`config.mk`:
```
export PLATFORM = sky130hd
export DESIGN_NAME = uom_query_end_flat
export DESIGN_NICKNAME = d
export VERILOG_FILES = /design/src/uom_pkg.sv /design/src/uom_link_if.sv /design/src/uom_query_end.sv /design/src/flat_wrapper.sv
export VERILOG_INCLUDE_DIRS = /design/src /design/src/src
export SDC_FILE = /design/constraint.sdc
export NUM_CORES = 1
export LEC_CHECK = 0
export ABC_AREA = 1
export BUFFER_PORTS_ARGS = -buffer_cell sky130_fd_sc_hd__buf_2
export CORE_UTILIZATION = 60
export CTS_CLUSTER_SIZE = 8
export DETAILED_ROUTE_END_ITERATION = 16
export MAX_ROUTING_LAYER = met4
export PLACE_DENSITY = 0.82
export SLEW_MARGIN = 30
export SYNTH_ARGS = -nofsm -noshare
export SYNTH_HDL_FRONTEND = slang
export SYNTH_SLANG_ARGS = --single-unit
```
`constraint.sdc`:
```
create_clock -name sys_clk_in -period 6.24 [get_ports sys_clk_in]
set_input_delay 0.312 -clock sys_clk_in [delete_from_list [all_inputs] [get_ports sys_clk_in]]
set_output_delay 0.312 -clock sys_clk_in [all_outputs]
set_load 0.005 [all_outputs]
```
`src/uom_cfg.svh`:
```
// Constants for the OAM connectivity and delay message ends: field codes,
// lengths, bit positions and timestamp timing. Assumes a 40 MHz core clock.
`ifndef UOM_CFG_SVH
`define UOM_CFG_SVH

// Message type and code values
`define UOM_TYPE_QUERY 8'h00
`define UOM_TYPE_REPLY 8'h08
`define UOM_QCODE_VALIDATE 8'h00
`define UOM_QCODE_NOVAL 8'h01
`define UOM_RCODE_ACK 8'h00
`define UOM_RCODE_INVALID 8'h01

// Message length in bytes, without and with the three timestamps
`define UOM_LEN_BASIC 16'h0010
`define UOM_LEN_DELAY 16'h001C

// Service-specific field positions for AAL1
`define UOM_SSI_SLOTS_LSB 16
`define UOM_SSI_PDUS_LSB 24

// Size of the OAM identifier table at the replying end
`define UOM_OAM_IDS 4

// Reflected CRC-32 over each 32-bit word, LSB first
`define UOM_CRC_INIT 32'hFFFFFFFF
`define UOM_CRC_POLY 32'hEDB88320

// Timestamp resolution in ns, converted to clock cycles
`define UOM_CLK_NS 25
`define UOM_TS_FINE_NS 1000
`define UOM_TS_COARSE_NS 100000
`define UOM_TS_FINE_CYC (`UOM_TS_FINE_NS / `UOM_CLK_NS)
`define UOM_TS_COARSE_CYC (`UOM_TS_COARSE_NS / `UOM_CLK_NS)

`endif

```
`src/uom_pkg.sv`:
```
// Types and helpers shared by both message ends.
// Assumes the constants header is on the include path.
`include "uom_cfg.svh"

package uom_pkg;

  // Word positions within one framed message
  typedef enum logic [3:0] {
    W_ETH, W_VLAN, W_CTRL, W_SEQ, W_SSI, W_BID, W_TS0, W_TS1, W_TS2, W_CRC
  } uom_word_e;

  // Defect and modifier flags of the bundle under test
  typedef struct packed {
    logic loss;
    logic remote;
    logic [1:0] modifier;
  } uom_flags_s;

  // Order of words; VLAN and timestamps are skipped when absent
  function automatic uom_word_e uom_next_word(input uom_word_e cur, input logic vlan, input logic dly);
    case (cur)
      W_ETH: return vlan ? W_VLAN : W_CTRL;
      W_BID: return dly ? W_TS0 : W_CRC;
      W_CRC: return W_ETH;
      default: return uom_word_e'(cur + 4'h1);
    endcase
  endfunction

  // Bitwise CRC-32 step over one word
  function automatic logic [31:0] uom_crc(input logic [31:0] crc, input logic [31:0] word);
    logic [31:0] c;
    c = crc;
    for (int i = 0; i < 32; i++) begin
      c = (c >> 1) ^ ((c[0] ^ word[i]) ? `UOM_CRC_POLY : 32'h0);
    end
    return c;
  endfunction

  // Flags plus byte length of the message
  function automatic logic [31:0] uom_ctrl_word(input uom_flags_s f, input logic dly);
    return {4'h0, f, 8'h00, dly ? `UOM_LEN_DELAY : `UOM_LEN_BASIC};
  endfunction

  // Service field: zero unless configuration is exchanged
  function automatic logic [31:0] uom_ssi(input logic en, input logic [7:0] slots, input logic [7:0] pdus);
    return en ? {pdus, slots, 16'h0000} : 32'h0;
  endfunction

  // Last tick count of one timestamp unit
  function automatic logic [11:0] uom_tick_last(input logic coarse);
    return coarse ? 12'(`UOM_TS_COARSE_CYC - 1) : 12'(`UOM_TS_FINE_CYC - 1);
  endfunction

endpackage

```
`src/uom_link_if.sv`:
```
// Packet link between the querying and replying gateways.
// Words flow with valid/ready; last marks the CRC word of a message.
`timescale 1ns/1ps
`default_nettype none

interface uom_link_if;
  logic [31:0] q2r_data;
  logic q2r_last;
  logic q2r_valid;
  logic q2r_ready;
  logic [31:0] r2q_data;
  logic r2q_last;
  logic r2q_valid;
  logic r2q_ready;

  modport query_end (
    output q2r_data, q2r_last, q2r_valid, r2q_ready,
    input q2r_ready, r2q_data, r2q_last, r2q_valid
  );

  modport reply_end (
    output r2q_data, r2q_last, r2q_valid, q2r_ready,
    input r2q_ready, q2r_data, q2r_last, q2r_valid
  );
endinterface

`default_nettype wire

```
`src/uom_query_end.sv`:
```
// Querying gateway: builds connectivity queries and parses the replies.
// Assumes user inputs are on sys_clk_in and stay stable during a query.
`timescale 1ns/1ps
`default_nettype none
`include "uom_cfg.svh"

module uom_query_end (
  input wire logic sys_clk_in,
  input wire logic resetn_in,
  uom_link_if.query_end link,
  input wire logic start_in,
  input wire logic validate_in,
  input wire logic delay_en_in,
  input wire logic ts_coarse_in,
  input wire uom_pkg::uom_flags_s flags_in,
  input wire logic [15:0] oam_bid_in,
  input wire logic [15:0] tx_bid_in,
  input wire logic [15:0] rx_bid_in,
  input wire logic ssi_en_in,
  input wire logic [7:0] slots_in,
  input wire logic [7:0] pdus_in,
  input wire logic [15:0] ethertype_in,
  input wire logic vlan_en_in,
  input wire logic [31:0] vlan_tag_in,
  output logic busy_out,
  output logic reply_valid_out,
  output logic reply_code_out,
  output logic [15:0] reply_seq_out,
  output logic seq_err_out,
  output logic [31:0] ts_src_tx_out,
  output logic [31:0] ts_dst_rx_out,
  output logic [31:0] ts_dst_tx_out,
  output logic [31:0] ts_src_rx_out
);
  import uom_pkg::*;

  typedef struct packed {
    // Timestamp base
    logic [11:0] tick;
    logic [31:0] ts;
    // Builder
    logic bld;
    uom_word_e widx;
    logic [31:0] crc;
    logic [15:0] seq;
    logic [7:0] code;
    logic dly;
    logic [31:0] ts_sent;
    // Two-entry transmit buffer
    logic [1:0][32:0] buff;
    logic [1:0] cnt;
    logic tx_valid;
    // Parser
    logic rx_ready;
    uom_word_e ridx;
    logic [31:0] rcrc;
    logic rbad;
    logic rdly;
    logic [31:0] rw1;
    logic [31:0] rts0;
    logic [31:0] rts1;
    logic [31:0] rts2;
    logic [31:0] rts_rx;
    // Results
    logic reply_valid;
    logic reply_code;
    logic [15:0] reply_seq;
    logic seq_err;
    logic [31:0] o_src_tx;
    logic [31:0] o_dst_rx;
    logic [31:0] o_dst_tx;
    logic [31:0] o_src_rx;
  } uom_qry_s;

  uom_qry_s s;
  uom_qry_s next_s;
  logic [31:0] word;
  logic [31:0] w;
  logic pop;
  logic push;

  // Next-state logic for the whole end
  always_comb begin
    next_s = s;
    next_s.reply_valid = 1'h0;
    next_s.rx_ready = 1'h1;
    w = link.r2q_data;

    // Free-running timestamp at 1 us or 100 us per count
    if (s.tick >= uom_tick_last(ts_coarse_in)) begin
      next_s.tick = 12'h000;
      next_s.ts = s.ts + 32'h1;
    end else begin
      next_s.tick = s.tick + 12'h001;
    end

    // New query: fresh sequence, send time captured now
    if (start_in && !s.bld) begin
      next_s.bld = 1'h1;
      next_s.widx = W_ETH;
      next_s.crc = `UOM_CRC_INIT;
      next_s.seq = s.seq + 16'h0001;
      next_s.dly = delay_en_in;
      next_s.ts_sent = s.ts;
      next_s.code = validate_in ? `UOM_QCODE_VALIDATE : `UOM_QCODE_NOVAL;
    end

    // Word being built; layers match the bundle's data packets
    case (s.widx)
      W_ETH: word = {ethertype_in, oam_bid_in};
      W_VLAN: word = vlan_tag_in;
      W_CTRL: word = uom_ctrl_word(flags_in, s.dly);
      W_SEQ: word = {s.seq, `UOM_TYPE_QUERY, s.code};
      W_SSI: word = uom_ssi(ssi_en_in, slots_in, pdus_in);
      W_BID: word = {tx_bid_in, rx_bid_in};
      W_TS0: word = s.ts_sent;
      W_CRC: word = ~s.crc;
      default: word = 32'h0; // Far-end stamps left for the replier
    endcase

    // Buffer: a stalled link fills it, and a full buffer stalls the builder
    pop = s.tx_valid && link.q2r_ready;
    push = s.bld && (s.cnt != 2'h2 || pop);
    if (pop) begin
      next_s.buff[0] = s.buff[1];
      next_s.cnt = s.cnt - 2'h1;
    end
    if (push) begin
      next_s.buff[next_s.cnt[0]] = {s.widx == W_CRC, word};
      next_s.cnt = next_s.cnt + 2'h1;
      next_s.crc = uom_crc(s.crc, word);
      next_s.widx = uom_next_word(s.widx, vlan_en_in, s.dly);
      if (s.widx == W_CRC) begin
        next_s.bld = 1'h0;
      end
    end
    next_s.tx_valid = next_s.cnt != 2'h0;

    // Reply parser; never stalls, so ready is held high
    if (link.r2q_valid && s.rx_ready) begin
      case (s.ridx)
        W_ETH: begin
          next_s.rbad = w != {ethertype_in, oam_bid_in};
          next_s.rts_rx = s.ts;
        end
        W_CTRL: next_s.rdly = w[15:0] == `UOM_LEN_DELAY;
        W_SEQ: next_s.rw1 = w;
        W_TS0: next_s.rts0 = w;
        W_TS1: next_s.rts1 = w;
        W_TS2: next_s.rts2 = w;
        W_CRC: begin
          // Only a clean reply of the right type is reported
          if (!s.rbad && w == ~s.rcrc && s.rw1[15:8] == `UOM_TYPE_REPLY) begin
            next_s.reply_valid = 1'h1;
            next_s.reply_code = s.rw1[7:0] == `UOM_RCODE_INVALID;
            next_s.reply_seq = s.rw1[31:16];
            next_s.seq_err = s.rw1[31:16] != s.seq;
            next_s.o_src_tx = s.rdly ? s.rts0 : 32'h0;
            next_s.o_dst_rx = s.rdly ? s.rts1 : 32'h0;
            next_s.o_dst_tx = s.rdly ? s.rts2 : 32'h0;
            next_s.o_src_rx = s.rdly ? s.rts_rx : 32'h0;
          end
        end
        default: ;
      endcase
      next_s.rcrc = uom_crc(s.rcrc, w);
      next_s.ridx = uom_next_word(s.ridx, vlan_en_in, next_s.rdly);
      // Last word always resynchronises, so a short packet cannot skew the next
      if (link.r2q_last) begin
        next_s.ridx = W_ETH;
        next_s.rcrc = `UOM_CRC_INIT;
      end
    end
  end

  // State register
  always_ff @(posedge sys_clk_in or negedge resetn_in) begin
    if (!resetn_in) begin
      s <= '0;
      s.rcrc <= `UOM_CRC_INIT;
    end else begin
      s <= next_s;
    end
  end

  // Outputs straight from state
  assign link.q2r_data = s.buff[0][31:0];
  assign link.q2r_last = s.buff[0][32];
  assign link.q2r_valid = s.tx_valid;
  assign link.r2q_ready = s.rx_ready;
  assign busy_out = s.bld;
  assign reply_valid_out = s.reply_valid;
  assign reply_code_out = s.reply_code;
  assign reply_seq_out = s.reply_seq;
  assign seq_err_out = s.seq_err;
  assign ts_src_tx_out = s.o_src_tx;
  assign ts_dst_rx_out = s.o_dst_rx;
  assign ts_dst_tx_out = s.o_dst_tx;
  assign ts_src_rx_out = s.o_src_rx;

endmodule // uom_query_end

`default_nettype wire

```
`src/flat_wrapper.sv`:
```
// flat-port wrapper written by rule: the top's interface ports become plain ports
module uom_query_end_flat import uom_pkg::*;
  (sys_clk_in, resetn_in, start_in, validate_in, delay_en_in, ts_coarse_in, flags_in, oam_bid_in, tx_bid_in, rx_bid_in, ssi_en_in, slots_in, pdus_in, ethertype_in, vlan_en_in, vlan_tag_in, busy_out, reply_valid_out, reply_code_out, reply_seq_out, seq_err_out, ts_src_tx_out, ts_dst_rx_out, ts_dst_tx_out, ts_src_rx_out, link_q2r_data, link_q2r_last, link_q2r_valid, link_r2q_ready, link_q2r_ready, link_r2q_data, link_r2q_last, link_r2q_valid);
  uom_link_if link_i ();
  input wire logic sys_clk_in;
  input wire logic resetn_in;
  input wire logic start_in;
  input wire logic validate_in;
  input wire logic delay_en_in;
  input wire logic ts_coarse_in;
  input wire uom_pkg::uom_flags_s flags_in;
  input wire logic [15:0] oam_bid_in;
  input wire logic [15:0] tx_bid_in;
  input wire logic [15:0] rx_bid_in;
  input wire logic ssi_en_in;
  input wire logic [7:0] slots_in;
  input wire logic [7:0] pdus_in;
  input wire logic [15:0] ethertype_in;
  input wire logic vlan_en_in;
  input wire logic [31:0] vlan_tag_in;
  output logic busy_out;
  output logic reply_valid_out;
  output logic reply_code_out;
  output logic [15:0] reply_seq_out;
  output logic seq_err_out;
  output logic [31:0] ts_src_tx_out;
  output logic [31:0] ts_dst_rx_out;
  output logic [31:0] ts_dst_tx_out;
  output logic [31:0] ts_src_rx_out;
  output wire logic [$bits(link_i.q2r_data)-1:0] link_q2r_data;
  output wire logic [$bits(link_i.q2r_last)-1:0] link_q2r_last;
  output wire logic [$bits(link_i.q2r_valid)-1:0] link_q2r_valid;
  output wire logic [$bits(link_i.r2q_ready)-1:0] link_r2q_ready;
  input wire logic [$bits(link_i.q2r_ready)-1:0] link_q2r_ready;
  input wire logic [$bits(link_i.r2q_data)-1:0] link_r2q_data;
  input wire logic [$bits(link_i.r2q_last)-1:0] link_r2q_last;
  input wire logic [$bits(link_i.r2q_valid)-1:0] link_r2q_valid;
  assign link_q2r_data = link_i.q2r_data;
  assign link_q2r_last = link_i.q2r_last;
  assign link_q2r_valid = link_i.q2r_valid;
  assign link_r2q_ready = link_i.r2q_ready;
  assign link_i.q2r_ready = link_q2r_ready;
  assign link_i.r2q_data = link_r2q_data;
  assign link_i.r2q_last = link_r2q_last;
  assign link_i.r2q_valid = link_r2q_valid;
  uom_query_end u_core (.sys_clk_in(sys_clk_in), .resetn_in(resetn_in), .link(link_i), .start_in(start_in), .validate_in(validate_in), .delay_en_in(delay_en_in), .ts_coarse_in(ts_coarse_in), .flags_in(flags_in), .oam_bid_in(oam_bid_in), .tx_bid_in(tx_bid_in), .rx_bid_in(rx_bid_in), .ssi_en_in(ssi_en_in), .slots_in(slots_in), .pdus_in(pdus_in), .ethertype_in(ethertype_in), .vlan_en_in(vlan_en_in), .vlan_tag_in(vlan_tag_in), .busy_out(busy_out), .reply_valid_out(reply_valid_out), .reply_code_out(reply_code_out), .reply_seq_out(reply_seq_out), .seq_err_out(seq_err_out), .ts_src_tx_out(ts_src_tx_out), .ts_dst_rx_out(ts_dst_rx_out), .ts_dst_tx_out(ts_dst_tx_out), .ts_src_rx_out(ts_src_rx_out));
endmodule
```
# Word level (Yosys, flattened, before mapping)
# Cells that the tools add are included.
# word_totals
inputBits	159
output_inout_bits	183
register_bits	553
# classes
n_eq_ne	21
bitwise	130
mux	93
n_addsub	7
n_reduce_logical	20
order_cmp	3
# ops
op	count
32-bit 2-to-1 mux	69
31-bit by 32-bit XOR with 32-bit output	64
147-bit 2-to-1 mux	3
32-bit one-hot mux with 8 select lines	1
94-bit 2-to-1 mux	1
35-bit 2-to-1 mux	2
66-bit bitwise mux	1
32-bit inverter	2
1-bit XOR	64
37-bit 2-to-1 mux	1
36-bit 2-to-1 mux	1
33-bit demux with 1-bit select	1
33-bit 2-to-1 mux	1
32-bit by 1-bit adder with 32-bit output, second input constant	1
32-bit == test	1
32-bit inequality test	1
4-bit by 3-bit == test with 1-bit output, second input constant	6
12-bit 2-to-1 mux	2
4-bit one-hot mux with 3 select lines	2
16-bit by 1-bit adder with 16-bit output, second input constant	1
16-bit by 5-bit == test with 1-bit output, second input constant	1
4-bit by 2-bit == test with 1-bit output, second input constant	4
16-bit inequality test	1
12-bit by 1-bit adder with 12-bit output, second input constant	1
21 further kinds	42

# Depth between registers and ports, before layout
# Gate-level depths: netlist of the first run.
# logic_depth
word_depth	99
mapped_depth	38
depth_no_buf	37

# Worst setup path after synthesis of the first run
# Ideal clock, no wire load.
# synth_timing
path_type	register to register
startpoint	reg u_core.s[504] in the netlist's numbering
endpoint	reg u_core.s[495] in the netlist's numbering
path_slack_ps	2431
synth_period_minus_slack_ps	3809
t_required_ps	6121
arrival_time_ps	3690
n_path_buf	2
stages_incl_launch_ff	34
cell_sequence	dfrtp_1 -> inv_1 -> ha_1 -> clkbuf_1 -> nand4_1 -> nand2_1 -> nor2_1 -> nand2_1 -> nand2_1 -> nand2_1 -> buf_4 -> nor2_1 -> nor2_1 -> nand2_1 -> nand2_1 -> nand2_1 -> nand2_1 -> nand3_1 -> nand3_1 -> nand2_2 -> inv_2 -> nand2_1 -> nand2_2 -> inv_1 -> nand2_1 -> nand2_2 -> inv_1 -> nand2_1 -> nand2_2 -> nand2_1 -> nand2_1 -> nand2_1 -> a21oi_1 -> nor2_1
# synth_between
elab_chain_cells	47
word_cells_on_any_way	102
cone_classes	eq/ne (7); mux (32); bitwise (62); reduce/logical (1)
# synth_lines
element	line_no	rtl
from (decl)	uom_query_end.sv:75	uom_qry_s s;
from (signal assigned)	uom_query_end.sv:182	s <= next_s;
4-bit == test, or another cell as far along	uom_query_end.sv:109	case (s.widx)
32-bit one-hot mux with 8 select lines *	uom_query_end.sv:109	
1-bit XOR	uom_pkg.sv:34	c = (c >> 1) ^ ((c[0] ^ word[i]) ? `UOM_CRC_POLY : 32'h0);
32-bit 2-to-1 mux	uom_pkg.sv:34	
31-bit by 32-bit XOR with 32-bit output (6 in a row)	uom_pkg.sv:34	
1-bit XOR	uom_pkg.sv:34	
32-bit 2-to-1 mux	uom_pkg.sv:34	
31-bit by 32-bit XOR with 32-bit output (6 in a row)	uom_pkg.sv:34	
(+16 left out)	n/a	
1-bit XOR	uom_pkg.sv:34	
32-bit 2-to-1 mux	uom_pkg.sv:34	
31-bit by 32-bit XOR with 32-bit output (6 in a row)	uom_pkg.sv:34	
1-bit XOR	uom_pkg.sv:34	
32-bit 2-to-1 mux	uom_pkg.sv:34	
31-bit by 32-bit XOR with 32-bit output	uom_pkg.sv:34	
31-bit by 32-bit XOR with 32-bit output *	uom_pkg.sv:34	
37-bit 2-to-1 mux *	uom_query_end.sv:128	if (push) begin
# Mark *: on every way between the ends. The rest lies on a longest branch, timed or not.
# A chain may end at the register's enable or synchronous reset.

# Worst setup path after layout of the first run
# layout_timing
startpoint	reg u_core.s[506] in the netlist's numbering
endpoint	reg u_core.s[487] in the netlist's numbering
# layout_between
elab_chain_cells	46
word_cells_on_any_way	98
cone_classes	eq/ne (7); mux (30); bitwise (60); reduce/logical (1)
# layout_lines
element	line_no
4-bit == test, or another cell as far along	uom_query_end.sv:109
32-bit one-hot mux with 8 select lines *	uom_query_end.sv:109
1-bit XOR	uom_pkg.sv:34
32-bit 2-to-1 mux	uom_pkg.sv:34
31-bit by 32-bit XOR with 32-bit output (6 in a row)	uom_pkg.sv:34
1-bit XOR	uom_pkg.sv:34
32-bit 2-to-1 mux	uom_pkg.sv:34
31-bit by 32-bit XOR with 32-bit output (6 in a row)	uom_pkg.sv:34
(+10 left out)	n/a
31-bit by 32-bit XOR with 32-bit output (6 in a row)	uom_pkg.sv:34
1-bit XOR	uom_pkg.sv:34
32-bit 2-to-1 mux	uom_pkg.sv:34
31-bit by 32-bit XOR with 32-bit output (6 in a row)	uom_pkg.sv:34
1-bit XOR	uom_pkg.sv:34
32-bit 2-to-1 mux	uom_pkg.sv:34
31-bit by 32-bit XOR with 32-bit output *	uom_pkg.sv:34
37-bit 2-to-1 mux *	uom_query_end.sv:128
# Marks and branches as above.

==> impl_results.md, run 1 <==
* Seq cells post-synth at 546
* I/O Pins at 342
* Post-CTS Setup Repair Bufs at 0
* Critical Path End Type: flip-flop
* Pre-antenna DRT Iters at 8
* First-pass GRT wire length at 188000 um
* Max-Slew Margin vs Limit at 0.330
* Worst min path class: in -> reg
* Final Instance Area at 37600 um2
* Avg WL per Cell at 23.8 um
* Clock transition at the registers of the reported paths at 0.05 ns
* Critical path type: reg -> reg
* GRT Overall Usage at 0.463
* Distinct cells, synth at 56
* Worst path arrival time at 6.40 ns
* Cell family with most CP delay: simple AND/OR/NAND/NOR gates
* Min Tclk post-route at 5.83 ns
* Layout cells sized above 1 at 0.138
* Die Area at 57500 um2
* Fin. Hold Viols at 0
* P&R area growth vs syn at 10.6%
* Post-synthesis async set-or-reset flop share at 1.00
* Max stage delay cell, worst path: nor2_4
* Fmax at 171 MHz
* Largest family of logic cells by synthesized area: simple AND/OR/NAND/NOR gates
* Avg Vias per Cell at 5.91
* Clock Latency Late Sink at 0.65 ns
* Main synth FF type: dfrtp_1
* YS warnings at 0
* Post-Synthesis Cells at 4519
* Pin count of the biggest net entering global routing at 221
* Post-synth EDFFs at 0
* Synthesized area at 34000 um2
* Num rows at 86
* TritonCTS Buffers at 78
* Setup TNS at 0 ns
* Crit-path max FO at 20
* Synth Area in Simple Gates at 0.270
* Drt drc at 0
* Fin nets at 4851
* Max-slew violations at 0
* Most common cell after layout, fill and taps aside: nand2_1
* Final Wtd Congestion at 1.15
* Buffers and inverters on the worst path at 6
* # clock sinks at 546
* Clk_skew at 0.0446 ns
* Synth Area in Adders at 0.00884
* Sequential share of the synthesized area at 0.404
* Clock buffer depth at 3
* Die height at 240 um
* Crit path top cell by count: nand2_1
* Final worst-path cycle share at 0.935
* Status: completed
* CTS tree: done
* Worst EP required at 6.80 ns
* Avg Cell Area, Syn at 7.51 um2
* Vias in the first global route at 29123
* Fin worst setup slack at 0.409 ns
* Initial Util at 0.612
* Post-CTS Resized at 0
* Overflow after GRT at 0
* Synth Area in Compound Gates at 0.0918
* Port Buffer Count at 341
* Post-DP HPWL at 98200 um
* Maxcap violations at 0
* # H-tree levels at 3
* Mapped Nets at 4702
* Drt total wl at 130000 um
* Clock root buffer: clkbuf_16
* CP Launch Type: flip-flop
* RSZ-0062 raised after global routing: false
* Dpl ws at 0.754 ns
* Setup violators final at 0
* Initial antenna violation count at 10
* Commonest non-fill, non-tap cells in the layout: 1515 x nand2_1, 512 x dfrtp_1, 430 x o21ai_0
* Mux cell area share after synthesis at 0
* Initial DRC count at 4251
* Xor/xnor share of the synthesized area at 0.124
* Die Width at 240 um
* Area after DPL at 35200 um2
* Remaining antenna violation count at 0
* Core Area at 55500 um2
* Vias at 32267
* Worst Tran Pin Value at 0.997 ns
* Critical Path Max Stage Delay at 0.54 ns
==> synth_stat cells, types with 23 or more instances <==
master	number	area [um2]
nand4_1	43	269
nand2_2	46	288
ha_1	24	300
o21ai_0	430	2150
inv_1	381	1430
buf_4	182	1370
nor3_1	30	150
nor2_1	182	683
nand3_1	316	1580
nand2_1	1519	5700
a31oi_1	35	219
xnor2_1	122	1070
o22ai_1	23	144
clkbuf_1	122	458
xor2_1	287	2510
dfstp_2	32	841
a21oi_1	37	185
dfrtp_1	514	12900
==> kinds of logic (layout without fill, tap and decap cells) <==
family / Yosys count / in the layout
and+or+nand+nor: 2206 / 2206
xor gates and xnor gates: 442 / 442
AOI/OAI and AO/OA: 577 / 577
DFF: 546 / 546
buffers and inverters: 723 / 900
other: 1 / 16
adders and majority gates: 24 / 24
==> tightest hold or removal path, stage by stage <==
cell     delay, ns
buf_2         0.13
inv_2         0.10
o21ai_0       0.09
==> sequential cells by signal, summed over array words and instances (netlist names) <==
name	count
u_core.busy_out	1
u_core.link.q2r_data	32
u_core.link.q2r_last	1
u_core.link.q2r_valid	1
u_core.link.r2q_ready	1
u_core.reply_code_out	1
u_core.reply_seq_out	16
u_core.reply_valid_out	1
u_core.s	363
u_core.seq_err_out	1
u_core.ts_dst_rx_out	32
u_core.ts_dst_tx_out	32
u_core.ts_src_rx_out	32
u_core.ts_src_tx_out	32
==> final cells by class <==
class	instances	area, um2
tap	748	936
timing repair buffer	393	2190
fill	4607	18000
antenna	15	37.5
clock inverter	7	196
inverter	399	1500
multi-input combinational	3250	16900
clock buffer	101	2050
sequential	546	13700
==> worst paths after layout <==
path | from | end | slack [ns] | cells after the start
max | u_core.s[506]$_DFFE_PN0P_ | u_core.s[487]$_DFFE_PN0P_ | 0.41 | 28
max reg2reg | u_core.s[506]$_DFFE_PN0P_ | u_core.s[487]$_DFFE_PN0P_ | 0.41 | 28
min in group asynchronous | resetn_in | u_core.ts_src_tx_out[14]$_DFFE_PN0P_ | 0.28 | 2
max in group asynchronous | resetn_in | u_core.link.q2r_valid$_DFF_PN0_ | 4.24 | 4
min reg2reg | u_core.s[541]$_DFF_PN0_ | u_core.s[541]$_DFF_PN0_ | 0.46 | 1
min | link_r2q_data[0] | u_core.s[179]$_DFFE_PN0P_ | 0.05 | 3
==> repair_timing <==
action	4_1_cts	5_1_grt
hold buffers	5	0
hold endpoints to repair	98	0
setup endpoints to repair	0	0
==> stage by stage <==
stage / hold WS [ns] / util / instances
finish: 0.0510 / 0.676 / 5459
global route: 0.0693 / 0.676 / 5452
CTS: 0.0298 / 0.675 / 5443
detailed placement: 0.406 / 0.634 / 5330
global placement: 0.399 / 0.633 / 5330
floorplan: 0.0164 / - / 4519
==> layer usage <==
| metal | share of wire | wire, um | vias up | track usage |
|---|---|---|---|---|
| li1 | - | - | 14470 | - |
| met1 | 0.41 | 53000 | 15369 | 0.639 |
| met2 | 0.40 | 52600 | 2056 | 0.623 |
| met3 | 0.13 | 17400 | 372 | 0.135 |
| met4 | 0.055 | 7130 | 0 | 0.214 |
| met5 | 0 | 0 | - | - |
Power of run 1 is not shown: default switching activity piles up to over one toggle a cycle in this logic, so the estimate is an artifact.
==> run 2: changes to the inputs <==
- CORE_UTILIZATION: 60 -> 35
- PLACE_DENSITY: 0.82 -> 0.53
==> run 2 against run 1 <==
Routed wire length increased by 13%. Clock skew decreased by 0.0055 ns. Via count decreased by 2.5%. Sequential share of layout area decreased by 1.2 points. Maximum frequency decreased by 1.4%. Die area increased by 71%. Register-to-register slack got worse by 0.08 ns. Global-route usage decreased by 16 points. Sequential cell count unchanged. Final area increased by 3.5%. Largest cell class unchanged.
==> impl_results.md, run 2 (synthesis results as in run 1) <==
* Layout cells sized above 1 at 0.152
* Die Width at 313 um
* CP Launch Type: flip-flop
* P&R area growth vs syn at 14.4%
* Remaining antenna violation count at 0
* Fin nets at 4921
* Clock buffer depth at 3
* Core Area at 95600 um2
* Drt total wl at 147000 um
* Post-DP HPWL at 115000 um
* Fin. Hold Viols at 0
* Worst reg-to-reg path cell count at 26
* Critical path type: reg -> reg
* Max-Slew Margin vs Limit at 0.327
* Worst path arrival time at 6.45 ns
* Vias at 31472
* Setup violators final at 0
* Worst min path class: in -> reg
* Critical Path End Type: flip-flop
* Setup TNS at 0 ns
* # H-tree levels at 3
* Reg2Reg Launch Point: u_core.s[506]$_DFFE_PN0P_
* Clk_skew at 0.0391 ns
* Worst EP required at 6.78 ns
* Worst min-delay path startpoint: link_r2q_data[0]
* I/O Pins at 342
* Largest register by flop count: u_core.s
* Final Wtd Congestion at 1.06
* Final worst-path cycle share at 0.947
* Buffers and inverters on the worst path at 3
* Filler cell count at 10143
* Die Area at 98300 um2
* Pre-antenna DRT Iters at 5
* Worst Tran Pin Value at 1.00 ns
* Reg-to-reg setup timing slack at 0.33 ns
* Num rows at 113
* Initial DRC count at 3584
* Critical Path Start: u_core.s[506]$_DFFE_PN0P_
* Most common cell after layout, fill and taps aside: nand2_1
* Drt drc at 0
* Crit path depth at 26
* Avg WL per Cell at 24.4 um
* Post-CTS Setup Repair Bufs at 0
* Clock Latency Late Sink at 0.68 ns
* Initial antenna violation count at 13
* Pin count of the biggest net entering global routing at 166
* Crit path top cell by count: nand2_1
* GRT Overall Usage at 0.305
* Maxcap violations at 0
* Cell family with most CP delay: simple AND/OR/NAND/NOR gates
* Min Tclk post-route at 5.91 ns
* Clock transition at the registers of the reported paths at 0.06 ns
* RSZ-0062 raised after global routing: false
* Max-slew violations at 0
* Port Buffer Count at 341
* TritonCTS Buffers at 80
* First-pass GRT wire length at 210000 um
* Crit-path max FO at 15
* Critical Path Max Stage Delay at 0.57 ns
* Clock root buffer: clkbuf_16
* Commonest non-fill, non-tap cells in the layout: 1515 x nand2_1, 513 x dfrtp_1, 430 x o21ai_0
* Die height at 313 um
* Fmax at 169 MHz
* Avg Vias per Cell at 5.20
* Number of flip-flops in the largest register at 363
* Max stage delay cell, worst path: inv_1
* # clock sinks at 546
* Vias in the first global route at 28920
* Overflow after GRT at 0
* Initial Util at 0.355
* CP Capture Point: u_core.s[488]$_DFFE_PN0P_
* Status: completed
* Post-layout util at 0.407
* CTS tree: done
* FF-to-FF End: u_core.s[488]$_DFFE_PN0P_
-- run 2: worst min-delay path by stage --
stage | slack [ns] | depth (start not counted) | end
after floorplan | 0.02 | 0 | u_core.busy_out$_DFF_PN0_
after global placement | 0.36 | 1 | u_core.s[252]$_DFFE_PN0P_
after detailed placement | 0.37 | 1 | u_core.s[252]$_DFFE_PN0P_
after CTS | 0.07 | 4 | u_core.s[307]$_DFFE_PN0P_
after global routing | 0.08 | 3 | u_core.s[243]$_DFFE_PN0P_
final | 0.10 | 3 | u_core.s[243]$_DFFE_PN0P_
-- run 2: what timing repair did --
item,in CTS,in global routing
gates resized for setup,0,1
endpoints found under the setup margin,0,22
hold buffers,5,0
endpoints found under the hold margin,63,0
-- run 2: tightest hold or removal path, stage by stage --
cell and delay [ns]:
buf_2 0.15, inv_2 0.15, o21ai_0 0.10
-- run 2: through the flow --
| step | instance area [um2] | instances | setup WS (ns) | hold WS (ns) |
|---|---|---|---|---|
| 6_report | 38900 | 6051 | 0.328 | 0.104 |
| 5_1_grt | 38800 | 6046 | 0.0739 | 0.0849 |
| 4_1_cts | 38800 | 6038 | 0.396 | 0.0657 |
| 3_5_place_dp | 36400 | 5915 | 0.423 | 0.367 |
| 3_3_place_gp | 36300 | 5914 | 0.374 | 0.360 |
| 2_1_floorplan | 34000 | 4519 | 2.43 | 0.0164 |
-- run 2: cell type report --
class                           instances  area (um2)  area share
Clock buffer                          109        2160      0.0556
Sequential cell                       546       13700       0.353
Multi-Input combinational cell       3250       16900       0.436
Antenna cell                           12        30.0    0.000773
Clock inverter                          9         206     0.00531
Timing Repair Buffer                  461        2730      0.0702
Inverter                              399        1500      0.0386
Tap cell                             1265        1580      0.0407
-- run 2: per-layer routing --
layer  up-vias  track usage  share of wire
li1      14662            -              -
met4         0       0.0820          0.026
met5         -            -              0
met2      1354        0.410           0.40
met3       184       0.0619          0.093
met1     15272        0.457           0.48
Power of run 2 is left out for the same reason.
